===== src/rtl/sync_serial_regs.svh =====
// Register offsets, field positions, reset values and timing counts of the sync serial unit.
// Assumes inclusion by bare name from every design file that needs them.
`ifndef SYNC_SERIAL_REGS_SVH
`define SYNC_SERIAL_REGS_SVH

// ----------------------------------------------------------------------------
// Register offsets on the byte-wide register port
// ----------------------------------------------------------------------------
`define OFS_MODE_CLOCK_CTL   8'hA0
`define OFS_UPPER_DATA       8'hA1
`define OFS_LOWER_DATA       8'hA2
`define OFS_XFER_STATUS      8'hA3
`define OFS_IRQ_STATUS       8'hA4
`define OFS_IRQ_MASK         8'hA5

// ----------------------------------------------------------------------------
// Mode and clock control fields
// ----------------------------------------------------------------------------
`define CTL_MODE_HI          7
`define CTL_MODE_LO          6
`define CTL_CLK_SRC          3
`define CTL_DIV_HI           2
`define CTL_DIV_LO           0
`define CTL_WRITE_MASK       8'hCF
`define CTL_RESET            8'h00

// ----------------------------------------------------------------------------
// Transfer status fields
// ----------------------------------------------------------------------------
`define XST_START            0
`define XST_SO_LEVEL         1
`define XST_BUSY             2
`define XST_DONE             7
`define SO_RESET             1'b1

// ----------------------------------------------------------------------------
// Interrupt status and mask fields
// ----------------------------------------------------------------------------
`define IRQ_DONE             0
`define IRQ_COLLIDE          1
`define IRQ_WIDTH            2
`define IRQ_RESET            2'h0
`define DATA_RESET           8'h00

// ----------------------------------------------------------------------------
// Transfer lengths and prescaler half periods (system clock cycles minus one)
// ----------------------------------------------------------------------------
`define LEN_8BIT             5'h08
`define LEN_16BIT            5'h10
`define DIV_HALF_1024        9'h1FF
`define DIV_HALF_256         9'h07F
`define DIV_HALF_64          9'h01F
`define DIV_HALF_32          9'h00F
`define DIV_HALF_16          9'h007
`define DIV_HALF_8           9'h003
`define DIV_HALF_4           9'h001
`define DIV_HALF_2           9'h000
`define SCK_IDLE             1'b1

`endif


===== src/rtl/sync_serial_pkg.sv =====
// Types shared by the sync serial unit.
// Assumes nothing of its surroundings.
`default_nettype none

package sync_serial_pkg;

  // Operation mode field encoding.
  typedef enum logic [1:0] {
    MODE_8BIT       = 2'h0,
    MODE_16BIT      = 2'h1,
    MODE_CONTINUOUS = 2'h2,
    MODE_RESERVED   = 2'h3
  } op_mode_type;

  // Transfer sequencer states.
  typedef enum logic {
    XFER_IDLE,
    XFER_SHIFT
  } xfer_state_type;

endpackage

`default_nettype wire


===== src/rtl/serial_prescaler.sv =====
// Prescaler that produces one-cycle half-period ticks of the internal serial clock.
// Assumes a single system clock and an asynchronous active-low reset.
`include "sync_serial_regs.svh"
`default_nettype none

module serial_prescaler (
  input  wire logic       mclk,
  input  wire logic       resetn,
  input  wire logic       run,
  input  wire logic [2:0] div_code,
  output logic            tick
);

  logic [8:0] cnt_q;
  logic [8:0] cnt_d;

  // Half period of the serial clock for each divide code.
  function automatic logic [8:0] half_count(input logic [2:0] code);
    case (code)
      3'h0:    half_count = `DIV_HALF_1024;
      3'h1:    half_count = `DIV_HALF_256;
      3'h2:    half_count = `DIV_HALF_64;
      3'h3:    half_count = `DIV_HALF_32;
      3'h4:    half_count = `DIV_HALF_16;
      3'h5:    half_count = `DIV_HALF_8;
      3'h6:    half_count = `DIV_HALF_4;
      default: half_count = `DIV_HALF_2;
    endcase
  endfunction

  // Count down and reload; a stopped prescaler waits at its reload value.
  always_comb begin
    tick  = 1'b0;
    cnt_d = cnt_q;
    if (!run) begin
      cnt_d = half_count(div_code);
    end else if (cnt_q == 9'h000) begin
      tick  = 1'b1;
      cnt_d = half_count(div_code);
    end else begin
      cnt_d = cnt_q - 9'h001;
    end
  end

  // Counter register.
  always_ff @(posedge mclk or negedge resetn) begin
    if (!resetn) begin
      cnt_q <= 9'h000;
    end else begin
      cnt_q <= cnt_d;
    end
  end

endmodule

`default_nettype wire


===== src/rtl/pin_sync_edge.sv =====
// Two-flop synchroniser with edge detection for a pin from outside the clock domain.
// Assumes a single system clock; edges are seen in the same cycle as the synchronised level moves.
`default_nettype none

module pin_sync_edge #(
  parameter logic RESET_LEVEL = 1'b0
) (
  input  wire logic mclk,
  input  wire logic resetn,
  input  wire logic pin,
  output logic      level,
  output logic      rise,
  output logic      fall
);

  logic meta_q;
  logic sync_q;
  logic last_q;

  // Only the second stage and later are looked at by logic.
  always_ff @(posedge mclk or negedge resetn) begin
    if (!resetn) begin
      meta_q <= RESET_LEVEL;
      sync_q <= RESET_LEVEL;
      last_q <= RESET_LEVEL;
    end else begin
      meta_q <= pin;
      sync_q <= meta_q;
      last_q <= sync_q;
    end
  end

  // Edge pulses from the settled stages.
  assign level = sync_q;
  assign rise  = sync_q & ~last_q;
  assign fall  = ~sync_q & last_q;

endmodule

`default_nettype wire


===== src/rtl/sync_serial_unit.sv =====
// Clocked synchronous serial unit: mode and clock control, data bytes, status and interrupt.
// Assumes a byte-wide register port on mclk, and serial pins that come from outside the clock domain.
//
// Local design decision: strobed register access.
`include "sync_serial_regs.svh"
`default_nettype none

module sync_serial_unit (
  input  wire logic       mclk,
  input  wire logic       resetn,
  input  wire logic [7:0] reg_addr,
  input  wire logic [7:0] reg_wdata,
  input  wire logic       reg_wr,
  input  wire logic       reg_rd,
  output logic      [7:0] reg_rdata,
  input  wire logic       serial_clock_pin_in,
  output logic            serial_clock_pin_out,
  output logic            serial_clock_pin_oe,
  output logic            serial_out_pin,
  input  wire logic       serial_in_pin,
  output logic            irq
);

  // --------------------------------------------------------------------------
  // State
  // --------------------------------------------------------------------------
  logic [7:0]                     ctl_q;
  logic [7:0]                     ctl_d;
  logic [7:0]                     upper_q;
  logic [7:0]                     upper_d;
  logic [7:0]                     lower_q;
  logic [7:0]                     lower_d;
  logic                           so_q;
  logic                           so_d;
  logic                           done_q;
  logic                           done_d;
  logic [`IRQ_WIDTH-1:0]          irq_st_q;
  logic [`IRQ_WIDTH-1:0]          irq_st_d;
  logic [`IRQ_WIDTH-1:0]          irq_mask_q;
  logic [`IRQ_WIDTH-1:0]          irq_mask_d;
  sync_serial_pkg::xfer_state_type state_q;
  sync_serial_pkg::xfer_state_type state_d;
  logic [4:0]                     cnt_q;
  logic [4:0]                     cnt_d;
  logic                           sck_q;
  logic                           sck_d;
  logic [7:0]                     rdata_q;
  logic [7:0]                     rdata_d;

  // --------------------------------------------------------------------------
  // Decoded fields and helpers
  // --------------------------------------------------------------------------
  sync_serial_pkg::op_mode_type mode;
  logic                         ext_clk;
  logic                         tick;
  logic                         ext_rise;
  logic                         ext_fall;
  logic                         si_level;
  logic                         shift_rise;
  logic                         shift_fall;
  logic                         prescaler_run;
  logic [4:0]                   xfer_len;
  logic [`IRQ_WIDTH-1:0]        irq_event;

  // Field decode of the mode and clock control register.
  assign mode    = sync_serial_pkg::op_mode_type'(ctl_q[`CTL_MODE_HI:`CTL_MODE_LO]);
  assign ext_clk = ctl_q[`CTL_CLK_SRC];

  // The prescaler runs while an internal clock is needed.
  assign prescaler_run = !ext_clk &&
                         (state_q == sync_serial_pkg::XFER_SHIFT ||
                          mode == sync_serial_pkg::MODE_CONTINUOUS);

  // Internal serial clock ticks.
  serial_prescaler u_prescaler (
    .mclk     (mclk),
    .resetn   (resetn),
    .run      (prescaler_run),
    .div_code (ctl_q[`CTL_DIV_HI:`CTL_DIV_LO]),
    .tick     (tick)
  );

  // External serial clock, synchronised before use.
  pin_sync_edge #(
    .RESET_LEVEL (`SCK_IDLE)
  ) u_sck_sync (
    .mclk   (mclk),
    .resetn (resetn),
    .pin    (serial_clock_pin_in),
    .level  (),
    .rise   (ext_rise),
    .fall   (ext_fall)
  );

  // Serial data input, synchronised before use.
  pin_sync_edge #(
    .RESET_LEVEL (1'b0)
  ) u_si_sync (
    .mclk   (mclk),
    .resetn (resetn),
    .pin    (serial_in_pin),
    .level  (si_level),
    .rise   (),
    .fall   ()
  );

  // Shift clock edges come from the pin or from the internal clock register.
  always_comb begin
    if (ext_clk) begin
      shift_rise = ext_rise;
      shift_fall = ext_fall;
    end else begin
      shift_rise = tick && !sck_q;
      shift_fall = tick && sck_q;
    end
  end

  // Number of bits in one transfer for the selected mode.
  function automatic logic [4:0] length_of(input sync_serial_pkg::op_mode_type m);
    if (m == sync_serial_pkg::MODE_16BIT) begin
      length_of = `LEN_16BIT;
    end else begin
      length_of = `LEN_8BIT;
    end
  endfunction

  assign xfer_len = length_of(mode);

  // --------------------------------------------------------------------------
  // Register writes, transfer sequencer and pin levels
  // --------------------------------------------------------------------------
  // Software writes are applied first; hardware events then override them.
  always_comb begin
    ctl_d      = ctl_q;
    upper_d    = upper_q;
    lower_d    = lower_q;
    so_d       = so_q;
    done_d     = done_q;
    irq_mask_d = irq_mask_q;
    irq_st_d   = irq_st_q;
    state_d    = state_q;
    cnt_d      = cnt_q;
    sck_d      = sck_q;
    irq_event  = '0;

    if (reg_wr) begin
      unique case (reg_addr)
        `OFS_MODE_CLOCK_CTL: begin
          ctl_d = reg_wdata & `CTL_WRITE_MASK;
        end
        `OFS_UPPER_DATA: begin
          upper_d = reg_wdata;
        end
        `OFS_LOWER_DATA: begin
          lower_d = reg_wdata;
        end
        `OFS_XFER_STATUS: begin
          so_d = reg_wdata[`XST_SO_LEVEL];
          if (!reg_wdata[`XST_DONE]) begin
            done_d = 1'b0;
          end
          if (reg_wdata[`XST_START]) begin
            if (state_q == sync_serial_pkg::XFER_SHIFT) begin
              irq_event[`IRQ_COLLIDE] = 1'b1;
            end else if (mode == sync_serial_pkg::MODE_8BIT || mode == sync_serial_pkg::MODE_16BIT) begin
              state_d = sync_serial_pkg::XFER_SHIFT;
              cnt_d   = '0;
            end
          end
        end
        `OFS_IRQ_STATUS: begin
          irq_st_d = irq_st_q & ~reg_wdata[`IRQ_WIDTH-1:0];
        end
        `OFS_IRQ_MASK: begin
          irq_mask_d = reg_wdata[`IRQ_WIDTH-1:0];
        end
        default: begin
        end
      endcase
    end

    // Internal clock toggles on each prescaler tick, and idles high otherwise.
    if (prescaler_run) begin
      if (tick) begin
        sck_d = ~sck_q;
      end
    end else begin
      sck_d = `SCK_IDLE;
    end

    // Falling edge presents the next bit; rising edge captures the input bit.
    if (state_q == sync_serial_pkg::XFER_SHIFT) begin
      if (shift_fall) begin
        so_d = lower_q[0];
      end
      if (shift_rise) begin
        if (mode == sync_serial_pkg::MODE_16BIT) begin
          {upper_d, lower_d} = {si_level, upper_q, lower_q[7:1]};
        end else begin
          lower_d = {si_level, lower_q[7:1]};
        end
        cnt_d = cnt_q + 5'h01;
        if (cnt_d == xfer_len) begin
          state_d                = sync_serial_pkg::XFER_IDLE;
          done_d                 = 1'b1;
          irq_event[`IRQ_DONE]   = 1'b1;
        end
      end
    end

    // New events set their status bits after any clear by software.
    irq_st_d = irq_st_d | irq_event;
  end

  // Register stage for control, data and sequencer state.
  always_ff @(posedge mclk or negedge resetn) begin
    if (!resetn) begin
      ctl_q      <= `CTL_RESET;
      upper_q    <= `DATA_RESET;
      lower_q    <= `DATA_RESET;
      so_q       <= `SO_RESET;
      done_q     <= 1'b0;
      irq_st_q   <= `IRQ_RESET;
      irq_mask_q <= `IRQ_RESET;
      state_q    <= sync_serial_pkg::XFER_IDLE;
      cnt_q      <= '0;
      sck_q      <= `SCK_IDLE;
    end else begin
      ctl_q      <= ctl_d;
      upper_q    <= upper_d;
      lower_q    <= lower_d;
      so_q       <= so_d;
      done_q     <= done_d;
      irq_st_q   <= irq_st_d;
      irq_mask_q <= irq_mask_d;
      state_q    <= state_d;
      cnt_q      <= cnt_d;
      sck_q      <= sck_d;
    end
  end

  // --------------------------------------------------------------------------
  // Register reads
  // --------------------------------------------------------------------------
  // Read data is computed from the current state and stands for one cycle.
  always_comb begin
    rdata_d = 8'h00;
    if (reg_rd) begin
      unique case (reg_addr)
        `OFS_MODE_CLOCK_CTL: begin
          rdata_d = ctl_q & `CTL_WRITE_MASK;
        end
        `OFS_UPPER_DATA: begin
          rdata_d = upper_q;
        end
        `OFS_LOWER_DATA: begin
          rdata_d = lower_q;
        end
        `OFS_XFER_STATUS: begin
          rdata_d[`XST_SO_LEVEL] = so_q;
          rdata_d[`XST_BUSY]     = (state_q == sync_serial_pkg::XFER_SHIFT);
          rdata_d[`XST_DONE]     = done_q;
        end
        `OFS_IRQ_STATUS: begin
          rdata_d[`IRQ_WIDTH-1:0] = irq_st_q;
        end
        `OFS_IRQ_MASK: begin
          rdata_d[`IRQ_WIDTH-1:0] = irq_mask_q;
        end
        default: begin
          rdata_d = 8'h00;
        end
      endcase
    end
  end

  // Read data register.
  always_ff @(posedge mclk or negedge resetn) begin
    if (!resetn) begin
      rdata_q <= 8'h00;
    end else begin
      rdata_q <= rdata_d;
    end
  end

  // --------------------------------------------------------------------------
  // Outputs
  // --------------------------------------------------------------------------
  // Pins and interrupt come straight from registers.
  assign reg_rdata            = rdata_q;
  assign serial_clock_pin_out = sck_q;
  assign serial_clock_pin_oe  = ~ext_clk;
  assign serial_out_pin       = so_q;
  assign irq                  = |(irq_st_q & irq_mask_q);

endmodule

`default_nettype wire


===== config.mk =====
export PLATFORM = sky130hd
export DESIGN_NAME = sync_serial_unit
export DESIGN_NICKNAME = d
export VERILOG_FILES = /design/src/rtl/sync_serial_pkg.sv /design/src/rtl/serial_prescaler.sv /design/src/rtl/pin_sync_edge.sv /design/src/rtl/sync_serial_unit.sv
export VERILOG_INCLUDE_DIRS = /design/src /design/src/rtl
export SDC_FILE = /design/constraint.sdc
export NUM_CORES = 1
export LEC_CHECK = 0
export BUFFER_PORTS_ARGS = -buffer_cell sky130_fd_sc_hd__buf_2
export CAP_MARGIN = 20
export CORE_ASPECT_RATIO = 1.2
export CORE_MARGIN = 2
export CORE_UTILIZATION = 60
export DETAILED_ROUTE_END_ITERATION = 7
export PLACE_DENSITY = 0.82
export SLEW_MARGIN = 20
export SYNTH_ARGS = -nofsm -noshare
export SYNTH_HDL_FRONTEND = slang
export SYNTH_SLANG_ARGS = --single-unit

===== constraint.sdc =====
create_clock -name mclk -period 5.65 [get_ports mclk]
set_input_delay 0.2825 -clock mclk [delete_from_list [all_inputs] [get_ports mclk]]
set_output_delay 0.2825 -clock mclk [all_outputs]
set_load 0.01 [all_outputs]

# [After elaboration in Yosys (flattened, before gate mapping)]
# Index checks and enable logic that the tools add are counted.
[word_totals] output_inout_bits=12 in_bits=22 register_bits=57
[op_classes] add_sub_neg=2 n_eq_ne=16 muxes=60 n_reduce_logical=13 bitwise_logic=10
[ops] operator="$mux 8" n=11
[ops] operator="$pmux 9 s7" n=1
[ops] operator="$eq 8x8->1 const B" n=6
[ops] operator="$mux 5" n=8
[ops] operator="$mux 1" n=31
[ops] operator="$mux 9" n=2
[ops] operator="$pmux 4 s3" n=1
[ops] operator="$eq 3x3->1 const B" n=3
[ops] operator="$logic_not 9->1" n=1
[ops] operator="$sub 9x1->9 const B" n=1
[ops] operator="$pmux 1 s4" n=2
[ops] operator="$eq 3x2->1 const B" n=2
[ops] operator="$pmux 1 s6" n=1
[ops] operator="$add 5x1->5 const B" n=1
[ops] operator="$eq 5x5->1" n=1
[ops] operator="$pmux 1 s5" n=1
[ops] operator="$and 2x2->2" n=2
[ops] operator="$mux 2" n=2
[ops] operator="$not 1->1" n=4
[ops] operator="$reduce_and 2->1" n=2
[ops] operator="$eq 3x1->1 const B" n=1
[ops] operator="$logic_and 1x1->1" n=3
[ops] operator="$logic_not 3->1" n=1
[ops] operator="$and 1x1->1" n=2
[ops] operator="other kinds (9)" n=11

# [Logic depth before layout (Yosys ltp)]
[logic_depth] ltp_word=10 depth_mapped=9

# [By module]
# Synthesis repeated with hierarchy kept, for this count alone.
[unflattened] hier_cells=276 hier_area_um2=2925.3
[modules_own_cells] mod="sync_serial_unit" area_each_um2=2253.4 cells_per_inst=217 seq_area_each_um2=1078.5 instances=1
[modules_own_cells] mod="serial_prescaler" area_each_um2=488.0 cells_per_inst=49 seq_area_each_um2=225.2 instances=1
[modules_own_cells] mod="pin_sync_edge at u_sck_sync" area_each_um2=93.8 cells_per_inst=5 seq_area_each_um2=78.8 instances=1
[modules_own_cells] mod="pin_sync_edge at u_si_sync" area_each_um2=90.1 cells_per_inst=5 seq_area_each_um2=75.1 instances=1

# [Worst setup path after synthesis]
# Ideal clock, no wire load.
[synth_path] path_type="register to register" start="register u_prescaler.cnt_q[0]" end="register upper_q[5]" n_path_buf=1 period_less_slack_ns=1.857 required_time_ns=5.522 t_arrival_ns=1.729 stages_incl_launch_ff=8 setup_time_ns=0.128 setup_slack_ns=3.793 path_cell_list="dfrtp_1 > inv_1 > ha_1 > nor4b_2 > nand3_1 > a211oi_2 > buf_2 > o21ai_0"
[synth_via] elab_chain_cells=7
[synth_rtl] item="start: declaration" line="serial_prescaler.sv:14" text="logic [8:0] cnt_q;"
[synth_rtl] item="start signal: assignment" line="serial_prescaler.sv:50" text="cnt_q <= cnt_d;"
[synth_rtl] item="$logic_not 9->1" line="serial_prescaler.sv:37" text="end else if (cnt_q == 9'h000) begin"
[synth_rtl] item="$mux 1" line="serial_prescaler.sv:37"
[synth_rtl] item="$mux 1" line="serial_prescaler.sv:35" text="if (!run) begin"
[synth_rtl] item="$logic_and 1x1->1" line="sync_serial_unit.sv:113" text="shift_rise = tick && !sck_q;"
[synth_rtl] item="$mux 1" line="sync_serial_unit.sv:109" text="if (ext_clk) begin"
[synth_rtl] item="$mux 8" line="sync_serial_unit.sv:196" text="if (shift_rise) begin"
[synth_rtl] item="$mux 8" line="sync_serial_unit.sv:192" text="if (state_q == sync_serial_pkg::XFER_SHIFT) begin"
[synth_rtl] item="net upper_d[5]" line="sync_serial_unit.sv:30" text="logic [7:0] upper_d;"
[synth_rtl] item="end signal: assignment" line="sync_serial_unit.sv:219" text="upper_q <= `DATA_RESET;"
[synth_rtl] item="end signal: assignment" line="sync_serial_unit.sv:230" text="upper_q <= upper_d;"
[synth_rtl] item="end: declaration" line="sync_serial_unit.sv:29" text="logic [7:0] upper_q;"
# The timed path passes the listed nets, and every way through them passes these cells.
# A chain may end at the register's enable or synchronous reset.

# [Final worst setup path]
[layout_path] start="register u_prescaler.cnt_q[0]" end="register upper_q[2]"
# The elaborated chain is that of the path after synthesis.

==> metrics <==
outcome finished, final reports clean; Synth Flop Type dfrtp_1; mapped cell area 2900 µm²; Total GRT Usage 26.4%; Layout area overhead 11.3%; Sw Share 30.9%; Clock power frac 29.8%; Worst EP required 5830 ps; synthesized instance count 266; Avg Inst Size Synth 10.9 µm²; CTS buffer count 9; largest family of logic cells by synthesized area simple AND/OR/NAND/NOR gates; Antenna diodes 0; register bit count reported by yosys 57; worst reg2reg endpoint upper_q[2]; I/O Pins 34; clock tree buffer depth 2; post-synthesis mux area share 12.2%; worst clock skew 8.85 ps; remaining antenna violation count 0; cell with the most instances after synthesis dfrtp_1; antenna violations before repair 0; fin crit period 2430 ps; top cell type's share of synthesized area 44.9%; Root Buffer clkbuf_8; Clk pin slew, worst setup/hold paths 60 ps; nets 325; Int Power 779 µW; share of layout cells above drive strength 1 24.3%; Rows 27; synth cell count leaders dfrtp_1 (52), nand2_1 (22), o21ai_0 (20), nor2_1 (19); H-tree depth 3; Final Max Tran Viols 0; total grt overflow 0; GPL Wtd Cong 0.928; peak supply drop 0.209 mV; max-cap viol count 0; Starting Density 62.7%; Warnings, synthesis 0; Starting DRT DRC Count 214; Hold-fix buffers, CTS 0; Post-synth EDFFs 0; P_sw 349 µW; cell taking the most area after synthesis dfrtp_1; largest net degree at the start of global routing 58; Die W 67.5 µm; Resized cells post-CTS 0; Pre-antenna DRT Iters 4; Slew @ Worst Pin 916 ps; PD cells 350 nW/µm²; slew margin rel. 38.8%; combinational power share 19.4%; Final Hold Viols 0; Setup Buffers After CTS 0; Worst setup SP type flip-flop; worst reg2reg path startpoint u_prescaler.cnt_q[0]; Compound-Gate Fraction of Synth Area 13.3%; r2r setup slk 3220 ps; HP Class in -> reg; XOR/XNOR share of the synthesized area 2.42%; Setup crit end kind flip-flop; Final period util 42.9%; drc violations 0; Skew-Pair Late Insertion Delay 340 ps; Core Area 4630 µm²; Synth Net Count 291; post-synthesis adder-cell area fraction 1.29%; Lkg Pwr 1.43 nW; sequential area share after synthesis 49.4%; WHS Endpoint u_sck_sync.meta_q; Max Fclk 0.412 GHz; r2r worst-path depth 6; detailed placer's ending HPWL 4.27 mm; Setup TNS 0 ps; Synth async-reset ratio 100%; Port-buffer cells 33; arrival time worst endpoint 2600 ps; Area contributors post-synth dfrtp_1 (45%), mux2i_1 (5.9%), mux2_2 (5.0%); Flop pwr share 50.7%; Die H 80.2 µm; number of global-route vias before repair 2174; worst hold path depth 1; first-pass GRT wire length 10.3 mm; TritonCTS clock tree built; RSZ-0062 raised after global routing false; worst setup path class reg -> reg; Synth Area in Simple Gates 17.6%; clk sinks 57; hold_sp serial_clock_pin_in; critical-path maximum fanout 16; Vias 2208; die area 5410 µm²; final setup fails 0; Distinct cells, synth 51; Avg WL per Cell 17.0 µm; final wirelength 6.18 mm; post-layout util 69.7%; post-DR vias/cell 6.08
kinds of logic after synthesis:
logic type                 after synthesis
and+or+nand+nor                         88
buffers and inverters                   17
AOI/OAI and AO/OA                       61
muxes                                   32
DFF                                     57
xor gates and xnor gates                 8
adders and majority gates                3
power groups by stage:
| stage | registers (mW) | logic [mW] | clock network [mW] |
|---|---|---|---|
| floorplan | 0.554 | 0.170 | 0 |
| global placement | 0.571 | 0.209 | 0 |
| detailed placement | 0.576 | 0.219 | 0 |
| CTS | 0.570 | 0.220 | 0.343 |
| global route | 0.583 | 0.252 | 0.360 |
| finish | 0.573 | 0.219 | 0.337 |
worst max-delay path by stage:
| stage | from | slack [ps] | to |
|---|---|---|---|
| finish | u_prescaler.cnt_q[0] | 3220 | upper_q[2] |
| CTS | u_prescaler.cnt_q[0] | 3290 | upper_q[2] |
| detailed placement | u_prescaler.cnt_q[0] | 3260 | upper_q[2] |
| floorplan | u_prescaler.cnt_q[0] | 3790 | upper_q[5] |
| global placement | u_prescaler.cnt_q[0] | 3440 | upper_q[0] |
| global route | u_prescaler.cnt_q[0] | 3040 | upper_q[0] |
cell usage in the layout, fill, tap and decap left out, drive strengths merged, types with 5 or more instances in the layout:
master / instances
dfstp: 5
a21oi: 17
dfrtp: 52
mux2i: 17
nand3b: 5
nor2: 19
nor4: 5
inv: 6
buf: 34
mux2: 14
nand2b: 6
o21ai: 20
nand3: 10
nor2b: 5
nand4: 6
nand2: 22
clkbuf: 16
critical path: stages, from the launching register on:
cell and delay, ps:
dfrtp_1 400, inv_1 90, ha_1 220, nor4b_2 320
nand3_1 180, a211oi_2 820, o21ai_0 230
metrics by stage:
stage	power, mW	hold WS (ps)	worst slack [ps]	instance area [µm²]	instances
after floorplan	0.723	-13.1	3790	2900	266
after global placement	0.780	333	3440	3060	347
after detailed placement	0.795	340	3260	3060	347
after CTS	1.13	33.9	3290	3230	363
after global routing	1.20	35.0	3040	3230	363
final	1.13	45.0	3220	3230	363
cell type report:
type / count / area, µm²
clock buffers: 16 / 170
fillers: 357 / 1400
inverters: 6 / 22.5
multi-input cells: 192 / 1360
flip-flops and latches: 57 / 1430
well taps: 58 / 72.6
repair buffers: 34 / 173
routing by layer:
metal,share of wire [%],GRT usage [%],vias to the layer above
met2,50,40.5,63
li1,-,-,1046
met4,2.8,17.1,0
met1,42,33.8,1084
met5,0,0,-
met3,4.7,4.62,15
registers in the layout (all words and copies together) (netlist names):
| signal | count |
|---|---|
| cnt_q | 5 |
| ctl_q | 6 |
| done_q | 1 |
| irq_mask_q | 2 |
| irq_st_q | 2 |
| lower_q | 8 |
| reg_rdata | 8 |
| serial_clock_pin_out | 1 |
| serial_out_pin | 1 |
| state_q | 1 |
| u_prescaler.cnt_q | 9 |
| u_sck_sync.last_q | 1 |
| u_sck_sync.level | 1 |
| u_sck_sync.meta_q | 1 |
| u_si_sync.level | 1 |
| u_si_sync.meta_q | 1 |
| upper_q | 8 |
(Power assumes the default switching activity.)
